File: src/acs_pkg.sv
// Package with register map, field layout, timing and types of the ADC sequencer
package acs_pkg;

  // ==========================================================================
  // Register offsets
  localparam logic [7:0] ADDR_STAT = 8'h0d;
  localparam logic [7:0] ADDR_RESH = 8'h0e;
  localparam logic [7:0] ADDR_RESL = 8'h0f;
  localparam logic [7:0] ADDR_CTRL = 8'h10;
  localparam logic [7:0] ADDR_CONF = 8'h11;
  localparam logic [7:0] ADDR_CMPH = 8'h12;
  localparam logic [7:0] ADDR_REF  = 8'h13;

  // ==========================================================================
  // Field positions
  localparam int CTRL_SINGLE_SHOT_START_BIT  = 7;
  localparam int CTRL_REPEAT_START_BIT  = 6;
  localparam int CHAN_W         = 4;
  localparam int CONF_JUST_BIT  = 5;
  localparam int CONF_HOLD_BIT  = 3;
  localparam int CONF_SR_LSB    = 0;
  localparam int CMPH_EN_BIT    = 7;
  localparam int CMPH_DEC_BIT   = 5;
  localparam int STAT_RDY_BIT   = 0;
  localparam int STAT_CMP_BIT   = 1;
  localparam logic [7:0] CMPH_MASK = 8'he3;

  // ==========================================================================
  // Reset values
  localparam logic [7:0] CONF_RST = 8'h00;
  localparam logic [7:0] CMPH_RST = 8'h00;
  localparam logic [7:0] REF_RST  = 8'h00;
  localparam logic [CHAN_W-1:0] CHAN_RST = 4'h0;

  // ==========================================================================
  // Timing
  localparam int CLK_PERIOD_NS    = 20;
  localparam int PEAK_RATE_KSPS   = 250;
  localparam int T_BASE_NS        = 1000000 / PEAK_RATE_KSPS;
  localparam int BASE_CYC_DEF     = T_BASE_NS / CLK_PERIOD_NS;
  localparam int T_SETTLE_NS      = 10000;
  localparam int SETTLE_CYC_DEF   = (T_SETTLE_NS + CLK_PERIOD_NS - 1) / CLK_PERIOD_NS;
  localparam int T_CONV_NS        = 1500;
  localparam int CONV_CYC         = (T_CONV_NS + CLK_PERIOD_NS - 1) / CLK_PERIOD_NS;
  localparam int T_IDLE_NS        = 500;
  localparam int IDLE_CYC         = (T_IDLE_NS + CLK_PERIOD_NS - 1) / CLK_PERIOD_NS;
  localparam int T_TSMP_NS        = 2000;
  localparam int TSMP_CYC         = (T_TSMP_NS + CLK_PERIOD_NS - 1) / CLK_PERIOD_NS;
  localparam logic [2:0] TEMP_MIN_SR = 3'h3;
  localparam logic [CHAN_W-1:0] TEMP_CHAN = 4'hf;

  // ==========================================================================
  // Sequencer states
  typedef enum logic [2:0] {
    ST_IDLE   = 3'b000,
    ST_SETTLE = 3'b001,
    ST_SAMPLE = 3'b010,
    ST_CONV   = 3'b011,
    ST_IDLEPH = 3'b100,
    ST_HOLD   = 3'b101
  } acs_state_type;

endpackage

File: src/acs_phase_timer.sv
// Down counter that times one sequencer phase
`timescale 1ns/1ps
module acs_phase_timer (
  // Clock and reset
  input  wire logic        clk_i,
  input  wire logic        srst_i,
  // Phase control
  input  wire logic        load_i,
  input  wire logic [15:0] len_i,
  output logic             zero_o
);
  import acs_pkg::*;

  logic [15:0] cnt_r;
  logic [15:0] cnt_nxt;

  // A length of L keeps zero low for L-1 cycles after the load
  assign cnt_nxt = load_i ? (len_i - 16'd1) : ((cnt_r != 16'd0) ? (cnt_r - 16'd1) : 16'd0);
  assign zero_o  = (cnt_r == 16'd0);

  // Counter register
  always_ff @(posedge clk_i) begin
    if (srst_i) begin
      cnt_r <= 16'd0;
    end else begin
      cnt_r <= cnt_nxt;
    end
  end

endmodule // acs_phase_timer

File: src/acs_match_counter.sv
// Counter of comparator matches against a reference count; a miss restarts it or steps it down
`timescale 1ns/1ps
module acs_match_counter (
  // Clock and reset
  input  wire logic       clk_i,
  input  wire logic       srst_i,
  // Per conversion comparator outcome
  input  wire logic       clear_i,
  input  wire logic       event_i,
  input  wire logic       hit_i,
  input  wire logic       decr_i,
  input  wire logic [7:0] ref_i,
  output logic            reached_o
);
  import acs_pkg::*;

  logic [7:0] cnt_r;
  logic [7:0] cnt_nxt;
  logic [7:0] cnt_inc;
  logic       reached;

  // Reference zero bypasses the counter so the first match fires
  assign cnt_inc   = cnt_r + 8'd1;
  assign reached   = event_i & hit_i & ((ref_i == 8'h00) | (cnt_inc == ref_i));
  assign reached_o = reached;

  // Miss either steps down or restarts depending on decrement mode
  assign cnt_nxt = clear_i ? 8'h00 :
                   !event_i ? cnt_r :
                   reached ? 8'h00 :
                   hit_i ? cnt_inc :
                   (decr_i && cnt_r != 8'h00) ? (cnt_r - 8'd1) : 8'h00;

  // Counter register
  always_ff @(posedge clk_i) begin
    if (srst_i) begin
      cnt_r <= 8'h00;
    end else begin
      cnt_r <= cnt_nxt;
    end
  end

endmodule // acs_match_counter

File: src/acs_adc_sequencer.sv
// Conversion sequencer with control, status and result registers of the ADC
`timescale 1ns/1ps
module acs_adc_sequencer #(
  parameter int unsigned SETTLE_CYC = acs_pkg::SETTLE_CYC_DEF,
  parameter int unsigned BASE_CYC   = acs_pkg::BASE_CYC_DEF
) (
  // Clock and reset
  input  wire logic                      clk_i,
  input  wire logic                      srst_i,
  // Register access port
  input  wire logic [7:0]                reg_addr_i,
  input  wire logic [7:0]                reg_wdata_i,
  input  wire logic                      reg_wr_i,
  input  wire logic                      reg_rd_i,
  output logic      [7:0]                reg_rdata_o,
  // Converter core
  input  wire logic [9:0]                adc_data_i,
  input  wire logic                      cmp_hit_i,
  output logic      [acs_pkg::CHAN_W-1:0] channel_select_o,
  output logic                           sample_o,
  output logic                           convert_o,
  output logic                           busy_o
);
  import acs_pkg::*;

  // ==========================================================================
  // Declarations
  acs_state_type     state_r, state_nxt;
  logic              single_shot_start_r, repeat_start_r, rdy_r, cmpf_r;
  logic [CHAN_W-1:0] chan_r;
  logic [7:0]        conf_r, cmph_r, ref_r;
  logic [7:0]        res_hi_r, res_lo_r, shadow_r, rdata_r;
  logic              sample_r, convert_r, busy_r;
  logic [15:0]       phase_cyc_r;
  logic              hit_stat, hit_resh, hit_resl, hit_ctrl, hit_conf, hit_cmph, hit_ref;
  logic              wr_ctrl, wr_stat, first_rd, second_rd;
  logic              run_req, cont, is_temp, just_right, comparator_enable, hold_gate;
  logic [2:0]        sr;
  logic              tmr_zero, tmr_load, conv_done, rdy_set, rdy_clr, reached;
  logic [15:0]       tmr_len, smp_len, idl_len;
  logic [7:0]        fmt_hi, fmt_lo, stat_val, rd_mux;

  // ==========================================================================
  // Phase length: span of one result is base period times divisor
  function automatic logic [15:0] phase_len(input logic [2:0] code, input logic temp,
                                            input logic idle_ph);
    logic [2:0]  eff;
    int unsigned span;
    eff  = (temp && code < TEMP_MIN_SR) ? TEMP_MIN_SR : code;
    span = BASE_CYC << eff;
    if (idle_ph) begin
      phase_len = temp ? 16'(span - TSMP_CYC - CONV_CYC) : 16'(IDLE_CYC);
    end else begin
      phase_len = temp ? 16'(TSMP_CYC) : 16'(span - CONV_CYC - IDLE_CYC);
    end
  endfunction

  // ==========================================================================
  // Address decode and access strobes
  assign hit_stat   = (reg_addr_i == ADDR_STAT);
  assign hit_resh   = (reg_addr_i == ADDR_RESH);
  assign hit_resl   = (reg_addr_i == ADDR_RESL);
  assign hit_ctrl   = (reg_addr_i == ADDR_CTRL);
  assign hit_conf   = (reg_addr_i == ADDR_CONF);
  assign hit_cmph   = (reg_addr_i == ADDR_CMPH);
  assign hit_ref    = (reg_addr_i == ADDR_REF);
  assign wr_ctrl    = reg_wr_i & hit_ctrl;
  assign wr_stat    = reg_wr_i & hit_stat;
  assign just_right = conf_r[CONF_JUST_BIT];
  // Justification decides which read comes first: RESH when left justified, RESL when right justified
  assign first_rd   = reg_rd_i & (just_right ? hit_resl : hit_resh);
  assign second_rd  = reg_rd_i & (just_right ? hit_resh : hit_resl);

  // ==========================================================================
  // Mode decode
  assign run_req   = single_shot_start_r | repeat_start_r;
  assign cont      = repeat_start_r;
  assign sr        = conf_r[CONF_SR_LSB +: 3];
  assign is_temp   = (chan_r == TEMP_CHAN);
  assign comparator_enable     = cmph_r[CMPH_EN_BIT];
  // Hold mode parks while an unread result is pending
  assign hold_gate = repeat_start_r & conf_r[CONF_HOLD_BIT] & rdy_r;
  assign smp_len   = phase_len(sr, is_temp, 1'b0);
  assign idl_len   = phase_len(sr, is_temp, 1'b1);
  assign conv_done = (state_r == ST_CONV) & tmr_zero & run_req;

  // ==========================================================================
  // Sequencer next state and phase loads
  always_comb begin
    state_nxt = state_r;
    tmr_load  = 1'b0;
    tmr_len   = smp_len;
    if (!run_req) begin
      state_nxt = ST_IDLE;
    end else begin
      unique case (state_r)
        ST_IDLE: begin
          state_nxt = ST_SETTLE;
          tmr_load  = 1'b1;
          tmr_len   = 16'(SETTLE_CYC);
        end
        ST_SETTLE, ST_IDLEPH: begin
          if (tmr_zero) begin
            state_nxt = hold_gate ? ST_HOLD : ST_SAMPLE;
            tmr_load  = !hold_gate;
          end
        end
        ST_HOLD: begin
          if (!rdy_r) begin
            state_nxt = ST_SAMPLE;
            tmr_load  = 1'b1;
          end
        end
        ST_SAMPLE: begin
          if (tmr_zero) begin
            state_nxt = ST_CONV;
            tmr_load  = 1'b1;
            tmr_len   = 16'(CONV_CYC);
          end
        end
        ST_CONV: begin
          if (tmr_zero) begin
            state_nxt = cont ? ST_IDLEPH : ST_IDLE;
            tmr_load  = cont;
            tmr_len   = idl_len;
          end
        end
        default: begin
          state_nxt = ST_IDLE;
        end
      endcase
    end
  end

  // ==========================================================================
  // Result formatting by justification
  assign fmt_hi = just_right ? {6'h00, adc_data_i[9:8]} : adc_data_i[9:2];
  assign fmt_lo = just_right ? adc_data_i[7:0] : {adc_data_i[1:0], 6'h00};

  // ==========================================================================
  // Flag events; a new result beats a clear in the same cycle
  assign rdy_set  = conv_done & ~comparator_enable;
  assign rdy_clr  = first_rd | (wr_stat & reg_wdata_i[STAT_RDY_BIT]);
  assign stat_val = {6'h00, cmpf_r, rdy_r};

  // ==========================================================================
  // Read data select; unmapped offsets read zero
  assign rd_mux = hit_stat ? stat_val :
                  first_rd ? (just_right ? res_lo_r : res_hi_r) :
                  second_rd ? shadow_r :
                  hit_ctrl ? {single_shot_start_r, repeat_start_r, 2'b00, chan_r} :
                  hit_conf ? {2'b00, conf_r[5:0]} :
                  hit_cmph ? cmph_r :
                  hit_ref ? ref_r : 8'h00;

  // ==========================================================================
  // Control registers; start bits cleared by reset
  always_ff @(posedge clk_i) begin
    if (srst_i) begin
      single_shot_start_r <= 1'b0;
      repeat_start_r <= 1'b0;
      chan_r <= CHAN_RST;
      conf_r <= CONF_RST;
    end else begin
      if (wr_ctrl) begin
        single_shot_start_r <= reg_wdata_i[CTRL_SINGLE_SHOT_START_BIT];
        repeat_start_r <= reg_wdata_i[CTRL_REPEAT_START_BIT];
        chan_r <= reg_wdata_i[CHAN_W-1:0];
      end else if (conv_done && !repeat_start_r) begin
        single_shot_start_r <= 1'b0;
      end
      if (reg_wr_i && hit_conf) begin
        conf_r <= {2'b00, reg_wdata_i[5:0]};
      end
    end
  end

  // Comparator setup is frozen while a conversion runs
  always_ff @(posedge clk_i) begin
    if (srst_i) begin
      cmph_r <= CMPH_RST;
      ref_r  <= REF_RST;
    end else if (!busy_r) begin
      if (reg_wr_i && hit_cmph) begin
        cmph_r <= reg_wdata_i & CMPH_MASK;
      end
      if (reg_wr_i && hit_ref) begin
        ref_r <= reg_wdata_i;
      end
    end
  end

  // ==========================================================================
  // Status flags, set wins over clear
  always_ff @(posedge clk_i) begin
    if (srst_i) begin
      rdy_r  <= 1'b0;
      cmpf_r <= 1'b0;
    end else begin
      rdy_r  <= rdy_set | (rdy_r & ~rdy_clr);
      cmpf_r <= reached | (cmpf_r & ~(wr_stat & reg_wdata_i[STAT_CMP_BIT]));
    end
  end

  // ==========================================================================
  // Result registers; overwritten each conversion unless hold mode parks
  always_ff @(posedge clk_i) begin
    if (srst_i) begin
      res_hi_r <= 8'h00;
      res_lo_r <= 8'h00;
      shadow_r <= 8'h00;
    end else begin
      if (conv_done) begin
        res_hi_r <= fmt_hi;
        res_lo_r <= fmt_lo;
      end
      if (first_rd) begin
        shadow_r <= just_right ? res_hi_r : res_lo_r;
      end
    end
  end

  // ==========================================================================
  // State, read data and core strobes, all registered
  always_ff @(posedge clk_i) begin
    if (srst_i) begin
      state_r   <= ST_IDLE;
      rdata_r   <= 8'h00;
      sample_r  <= 1'b0;
      convert_r <= 1'b0;
      busy_r    <= 1'b0;
    end else begin
      state_r   <= state_nxt;
      sample_r  <= (state_nxt == ST_SAMPLE);
      convert_r <= (state_nxt == ST_CONV);
      busy_r    <= (state_nxt != ST_IDLE);
      if (reg_rd_i) begin
        rdata_r <= rd_mux;
      end
    end
  end

  assign reg_rdata_o      = rdata_r;
  assign channel_select_o = chan_r;
  assign sample_o         = sample_r;
  assign convert_o        = convert_r;
  assign busy_o           = busy_r;

  // ==========================================================================
  // Sub blocks
  acs_phase_timer u_timer (
    .clk_i  (clk_i),
    .srst_i (srst_i),
    .load_i (tmr_load),
    .len_i  (tmr_len),
    .zero_o (tmr_zero)
  );

  acs_match_counter u_match (
    .clk_i     (clk_i),
    .srst_i    (srst_i),
    .clear_i   (~comparator_enable),
    .event_i   (conv_done & comparator_enable),
    .hit_i     (cmp_hit_i),
    .decr_i    (cmph_r[CMPH_DEC_BIT]),
    .ref_i     (ref_r),
    .reached_o (reached)
  );

  // ==========================================================================
  // Checking: cycles spent in the current state
  always_ff @(posedge clk_i) begin
    if (srst_i || state_nxt != state_r) begin
      phase_cyc_r <= 16'd0;
    end else begin
      phase_cyc_r <= phase_cyc_r + 16'd1;
    end
  end
endmodule // acs_adc_sequencer

File: config.mk
export PLATFORM = sky130hd
export DESIGN_NAME = acs_adc_sequencer
export DESIGN_NICKNAME = d
export VERILOG_FILES = /design/src/acs_pkg.sv /design/src/acs_phase_timer.sv /design/src/acs_match_counter.sv /design/src/acs_adc_sequencer.sv
export SDC_FILE = /design/constraint.sdc
export NUM_CORES = 1
export LEC_CHECK = 0
export BUFFER_PORTS_ARGS = -buffer_cell sky130_fd_sc_hd__buf_2
export CORE_MARGIN = 10
export CORE_UTILIZATION = 60
export DETAILED_ROUTE_END_ITERATION = 16
export PLACE_DENSITY = 0.91
export SLEW_MARGIN = 15
export SYNTH_ARGS = -nofsm -noshare
export SYNTH_HDL_FRONTEND = slang
export SYNTH_SLANG_ARGS = --single-unit
File: constraint.sdc
create_clock -name clk_i -period 3.7 [get_ports clk_i]
set_input_delay 0.37 -clock clk_i [delete_from_list [all_inputs] [get_ports clk_i]]
set_output_delay 0.37 -clock clk_i [all_outputs]
set_load 0.05 [all_outputs]
==> results of run 1 <==
## placed cells by master, fill, tap and decap left out, types with 10 or more instances in the layout
master | synthesis | routed
a211oi_1 | 13 | 13
a21oi_1 | 61 | 60
buf_2 | 2 | 45
buf_4 | 0 | 13
dfxtp_1 | 89 | 89
ha_1 | 14 | 14
inv_1 | 20 | 20
mux2i_1 | 33 | 33
nand2_1 | 72 | 72
nand3_1 | 24 | 24
nand3b_1 | 10 | 10
nor2_1 | 74 | 74
nor2b_1 | 10 | 10
nor3_1 | 17 | 17
nor4_1 | 12 | 11
o21ai_0 | 31 | 31
or3_1 | 18 | 18
xnor2_1 | 22 | 22
xor2_1 | 10 | 10
## power by group
| group | total [W] | internal [W] | switching [W] |
|---|---|---|---|
| combinational | 0.000713 | 0.000317 | 0.000397 |
| sequential | 0.00111 | 0.00103 | 0.0000747 |
| clock | 0.000701 | 0.000270 | 0.000431 |
| total | 0.00252 | 0.00162 | 0.000902 |
## Yosys cell counts, types with 5 or more instances
cell type	count
dfxtp_1	89
o22ai_1	5
ha_1	14
inv_1	20
nor4_1	12
clkbuf_1	47
or3_1	18
nand2_1	72
a21oi_1	61
nor2b_1	10
mux2_2	9
nand2b_1	9
nand3_1	24
or4_1	7
a22oi_1	6
a211oi_1	13
o31ai_1	6
nand3b_1	10
mux2i_1	33
a21o_1	5
xnor2_1	22
nor2_1	74
nor3_1	17
xor2_1	10
o211ai_1	6
o21ai_0	31
## worst paths after layout
check	from	endpoint
hold / removal	srst_i	u_timer.cnt_r[1]$_SDFF_PP0_
setup / recovery	channel_select_o[2]$_SDFFE_PP0P_	u_timer.cnt_r[6]$_SDFF_PP0_
setup reg to reg	channel_select_o[2]$_SDFFE_PP0P_	u_timer.cnt_r[6]$_SDFF_PP0_
hold reg to reg	res_hi_r[4]$_SDFFE_PP0P_	res_hi_r[4]$_SDFFE_PP0P_
## final cells by class
type | count | area, µm²
multi-input cells | 554 | 3570
fillers | 705 | 3060
flip-flops and latches | 89 | 1780
repair buffers | 58 | 323
well taps | 111 | 139
clock buffers | 9 | 124
clock inverters | 7 | 76.3
inverters | 20 | 75.1
## per-layer routing
metal / up-vias / global-route usage [%]
li1: 2621 / -
met1: 2644 / 29.1
met2: 324 / 37.7
met3: 55 / 5.19
met4: 0 / 11.1
met5: - / 0
## critical path: cells and delay by family, from the launching register on
| kind | cells | cell delay, ns |
|---|---|---|
| fa+ha+maj | 2 | 0.66 |
| flops | 1 | 0.46 |
| compound gates | 3 | 0.99 |
| buf+inv | 1 | 0.18 |
| simple gates | 4 | 0.91 |
## registers in the layout, summed over array words and instances, names as in the netlist, 5 cells and up
register       count
conf_r             6
shadow_r           8
u_timer.cnt_r     16
u_match.cnt_r      8
reg_rdata_o        8
res_hi_r           8
res_lo_r           8
ref_r              8
cmph_r             5
## metrics by stage
stage / total power, W / instance area [µm²] / hold WS [ns]
detailed placement: 0.00182 / 5890 / 0.466
finish: 0.00252 / 6090 / 0.155
global placement: 0.00178 / 5890 / 0.455
global route: 0.00264 / 6090 / 0.163
floorplan: 0.00166 / 5600 / 0.441
CTS: 0.00251 / 6090 / 0.152
## logic make-up (layout without fill, tap and decap cells)
kind of cell	after synthesis	in the layout
compound gates	183	183
fa+ha+maj	15	15
flops	89	89
mux	44	44
xor+xnor	32	32
simple gates	280	280
buf+inv	72	94
==> impl_metrics.toml, run 1 <==
[placed_design]
gp_congestion = 0.962
post-place-cells = 832
portBuffers = 45
pre_cts_ws_ns = 0.489
hpwl_mm = 11.3

[cells_and_area]
final_layout_size_suffix_gt1_share_pct = 13.4
n_antenna_cell = 0
syn2layout_area_growth_pct = 8.68
final_nets = 777
final_cells = 848
post-route-util_pct = 66.5

[min_path]
holdPathStages = 2
hold_path_class = "in2reg"

[critical_path]
end_kind = "flop"
worstPathArrival_ns = 3.60
worstPathCellList = "nand4_1 -> o21ai_0 -> inv_1 -> ha_1 -> nor2b_1 -> maj3_1 -> a31oi_1 -> nand4b_1 -> or3_1 -> a311oi_2"
crit_type = "reg2reg"
cp-start-kind = "flop"
crit_slowest_cell = "dfxtp_1"
crit_path_max_fanout = 9
ff2ff_path_depth = 10
cp.required_ns = 3.99
critPathMaxStageDelay_ns = 0.46
reg2reg_slack_ns = 0.39

[timing]
fmax_mhz = 302
finalSetupTns_ns = 0
skew_ns = 0.0136
period_minus_slack_ns = 3.31
tightest_slew_ns = 1.02
fin_ws_ns = 0.393
setup_viol = 0
slew_viol_final = 0
max_slew_margin_pct = 31.6
period_share_pct = 89.4
rsz0062_at_grt = "false"
final_hold_viol_count = 0

[yosys]
syn_inst = 715
yosys_most_used_dff = "dfxtp_1"
synth.top_cell.area_share_pct = 31.8
async_reset_ff_share_pct = 0
synth_area_leaders = "dfxtp_1 32%, mux2i_1 5.9%, a21oi_1 5.4%"
ys_types = 67
synth_simple_gate_area_share_pct = 25.2
synth-seq-area-share_pct = 31.8
synth-edff-count = 0
synth_xor_area_share_pct = 5.00
synth_compound_area_share_pct = 21.3
synth_area_um2 = 5600
synth_top_family_by_area = "simple AND/OR/NAND/NOR gates"
synthMuxAreaShare_pct = 8.51
yosys_warnings = 0
synth_seq_cells = 89
synth.avg_cell_area_um2 = 7.84
synth_top_cell_by_area = "dfxtp_1"
yosys.area_share.adder_pct = 3.30
syn_nets = 760

[clock_tree]
cts_max_level = 3
cts_tree = "done"
root_buffer = "clkbuf_8"
hold_buffers = 0
numCtsBuffers = 9
clkSinkCount = 89
insertion_delay_ns = 0.38
post_cts_buffers = 0
post_cts_resized = 0
cts_buffer_depth = 2
path_clk_slew_ns = 0.11

[global_route]
grt_max_degree = 77
grt.overflow.total = 0
grt_first_pass_wirelength_mm = 26.1
antenna_found_initial = 0
grt_use_total_pct = 23.4
grt_pass1_vias = 5449

[route]
wl_met3_mm = 1.37
drt_iter0_markers = 701
drt_wl_total_mm = 15.8
wl_per_cell_um = 18.7
routed_via_density = 6.66
routed-via-count = 5644
route.antenna.remaining_nets = 0
dr.pass1.iters = 6
detail_route.drc_violations = 0
met1Wirelength_mm = 6.53
top_layer_used = "met4"
wl_met2_mm = 7.44

[job]
maxCapViolCount = 0

[floorplan]
rows = 35
die_w_um = 117
start_util_pct = 61.2
die_h_um = 117
core_area_um2 = 9150
dieArea_um2 = 13600
ios = 46

[power]
powerDensity_nw_per_um2 = 414
ir_worst_vdd_v = 0.000263
leakage_nw = 2.25

[status]
status = "complete, no violations"
(Power assumes the default switching activity.)
==> run 2: changes to the inputs <==
MAX_ROUTING_LAYER = met4   (was not set)
==> impl_metrics.toml, run 2 (synthesized netlist as in run 1, its figures left out) <==
[floorplan]
die_h_um = 117
start_util_pct = 61.2
core_area_um2 = 9150
rows = 35
ios = 46
die_w_um = 117
dieArea_um2 = 13600

[clock_tree]
clkSinkCount = 89
cts_max_level = 3
insertion_delay_ns = 0.37
root_buffer = "clkbuf_8"
path_clk_slew_ns = 0.10
post_cts_resized = 0
post_cts_buffers = 0
hold_buffers = 0
cts_buffer_depth = 2
cts_tree = "done"
numCtsBuffers = 9

[cells_and_area]
final_nets = 776
largest_reg_flops = 16
n_antenna_cell = 0
top_register = "u_timer.cnt_r"
final_layout_size_suffix_gt1_share_pct = 13.3
post-route-util_pct = 66.4
final_cells = 847
syn2layout_area_growth_pct = 8.51
layout_commonest_cell = "dfxtp_1"
layout_common_cells = "89 x dfxtp_1, 74 x nor2_1, 72 x nand2_1, 60 x a21oi_1, 45 x buf_2"

[route]
route.antenna.remaining_nets = 0
drt_iter0_markers = 738
dr.pass1.iters = 5
drt_wl_total_mm = 15.8
wl_per_cell_um = 18.7
routed-via-count = 5600
routed_via_density = 6.61
detail_route.drc_violations = 0

[global_route]
grt_first_pass_wirelength_mm = 25.7
grt_pass1_vias = 5294
antenna_found_initial = 0
grt.overflow.total = 0
grt_use_total_pct = 23.8
grt_max_degree = 78

[job]
maxCapViolCount = 0

[power]
powerDensity_nw_per_um2 = 410
ir_worst_vdd_v = 0.000252
leakage_nw = 2.24

[placed_design]
gp_congestion = 0.951
hpwl_mm = 11.3
portBuffers = 45
post-place-cells = 831
pre_cts_ws_ns = 0.464

[timing]
fin_ws_ns = 0.421
setup_viol = 0
final_hold_viol_count = 0
period_share_pct = 88.6
rsz0062_at_grt = "false"
tightest_slew_ns = 0.981
skew_ns = 0.0178
fmax_mhz = 305
slew_viol_final = 0
max_slew_margin_pct = 34.4
finalSetupTns_ns = 0
period_minus_slack_ns = 3.28

[status]
status = "complete, no violations"

[critical_path]
cp.required_ns = 3.99
cp-start-kind = "flop"
worstPathArrival_ns = 3.57
crit_type = "reg2reg"
crit_path_max_fanout = 9
worstPathCellList = "nand4_1 -> o21ai_0 -> inv_1 -> ha_1 -> nor2b_1 -> maj3_1 -> a31oi_1 -> nand4b_1 -> or3_1 -> a311oi_2"
end_kind = "flop"
path_buf_inv = 1
critPathMaxStageDelay_ns = 0.46
crit_slowest_cell = "o21ai_0"
path_delay_family = "compound AO/OA/AOI/OAI gates"

[min_path]
hold_path_class = "in2reg"
[run 2: worst reg2reg max path: stages (launching register included)]
cell	delay (ns)
dfxtp_1	0.44
nand4_1	0.19
o21ai_0	0.46
inv_1	0.19
ha_1	0.33
nor2b_1	0.19
maj3_1	0.35
a31oi_1	0.27
nand4b_1	0.18
or3_1	0.35
a311oi_2	0.23
[run 2: layout make-up]
type	count	area (µm²)
well taps	111	139
repair buffers	57	315
flip-flops and latches	89	1780
multi-input cells	554	3570
clock buffers	9	124
clock inverters	7	73.8
inverters	20	75.1
fillers	709	3070
[run 2: through the flow]
step	hold slack (ns)	instance area (µm²)	power (W)
after floorplan	0.441	5600	0.00166
after global placement	0.453	5880	0.00178
after detailed placement	0.457	5880	0.00181
after CTS	0.260	6080	0.00247
after global routing	0.270	6080	0.00259
final	0.250	6080	0.00249
[run 2: metal layers]
layer  up-vias  global-route usage [%]  part of all wire, %
met5         -                       -                    0
met4         0                    7.58                  2.3
met3        49                    4.78                  8.6
met2       292                    38.5                   48
met1      2635                    29.2                   42
li1       2624                       -                    -
[run 2: final timing paths]
kind / startpoint / to / slack (ns) / cells past startpoint
max: channel_select_o[2]$_SDFFE_PP0P_ / u_timer.cnt_r[6]$_SDFF_PP0_ / 0.42 / 10
min: reg_wdata_i[4] / conf_r[4]$_SDFFE_PP0P_ / 0.25 / 3
max reg2reg: channel_select_o[2]$_SDFFE_PP0P_ / u_timer.cnt_r[6]$_SDFF_PP0_ / 0.42 / 10
min reg2reg: res_lo_r[2]$_SDFFE_PP0P_ / res_lo_r[2]$_SDFFE_PP0P_ / 0.47 / 2
[run 2: power by group]
part           internal [W]  switching (W)
registers           0.00103      0.0000764
clock network      0.000265       0.000399
logic              0.000324       0.000395
total               0.00162       0.000870
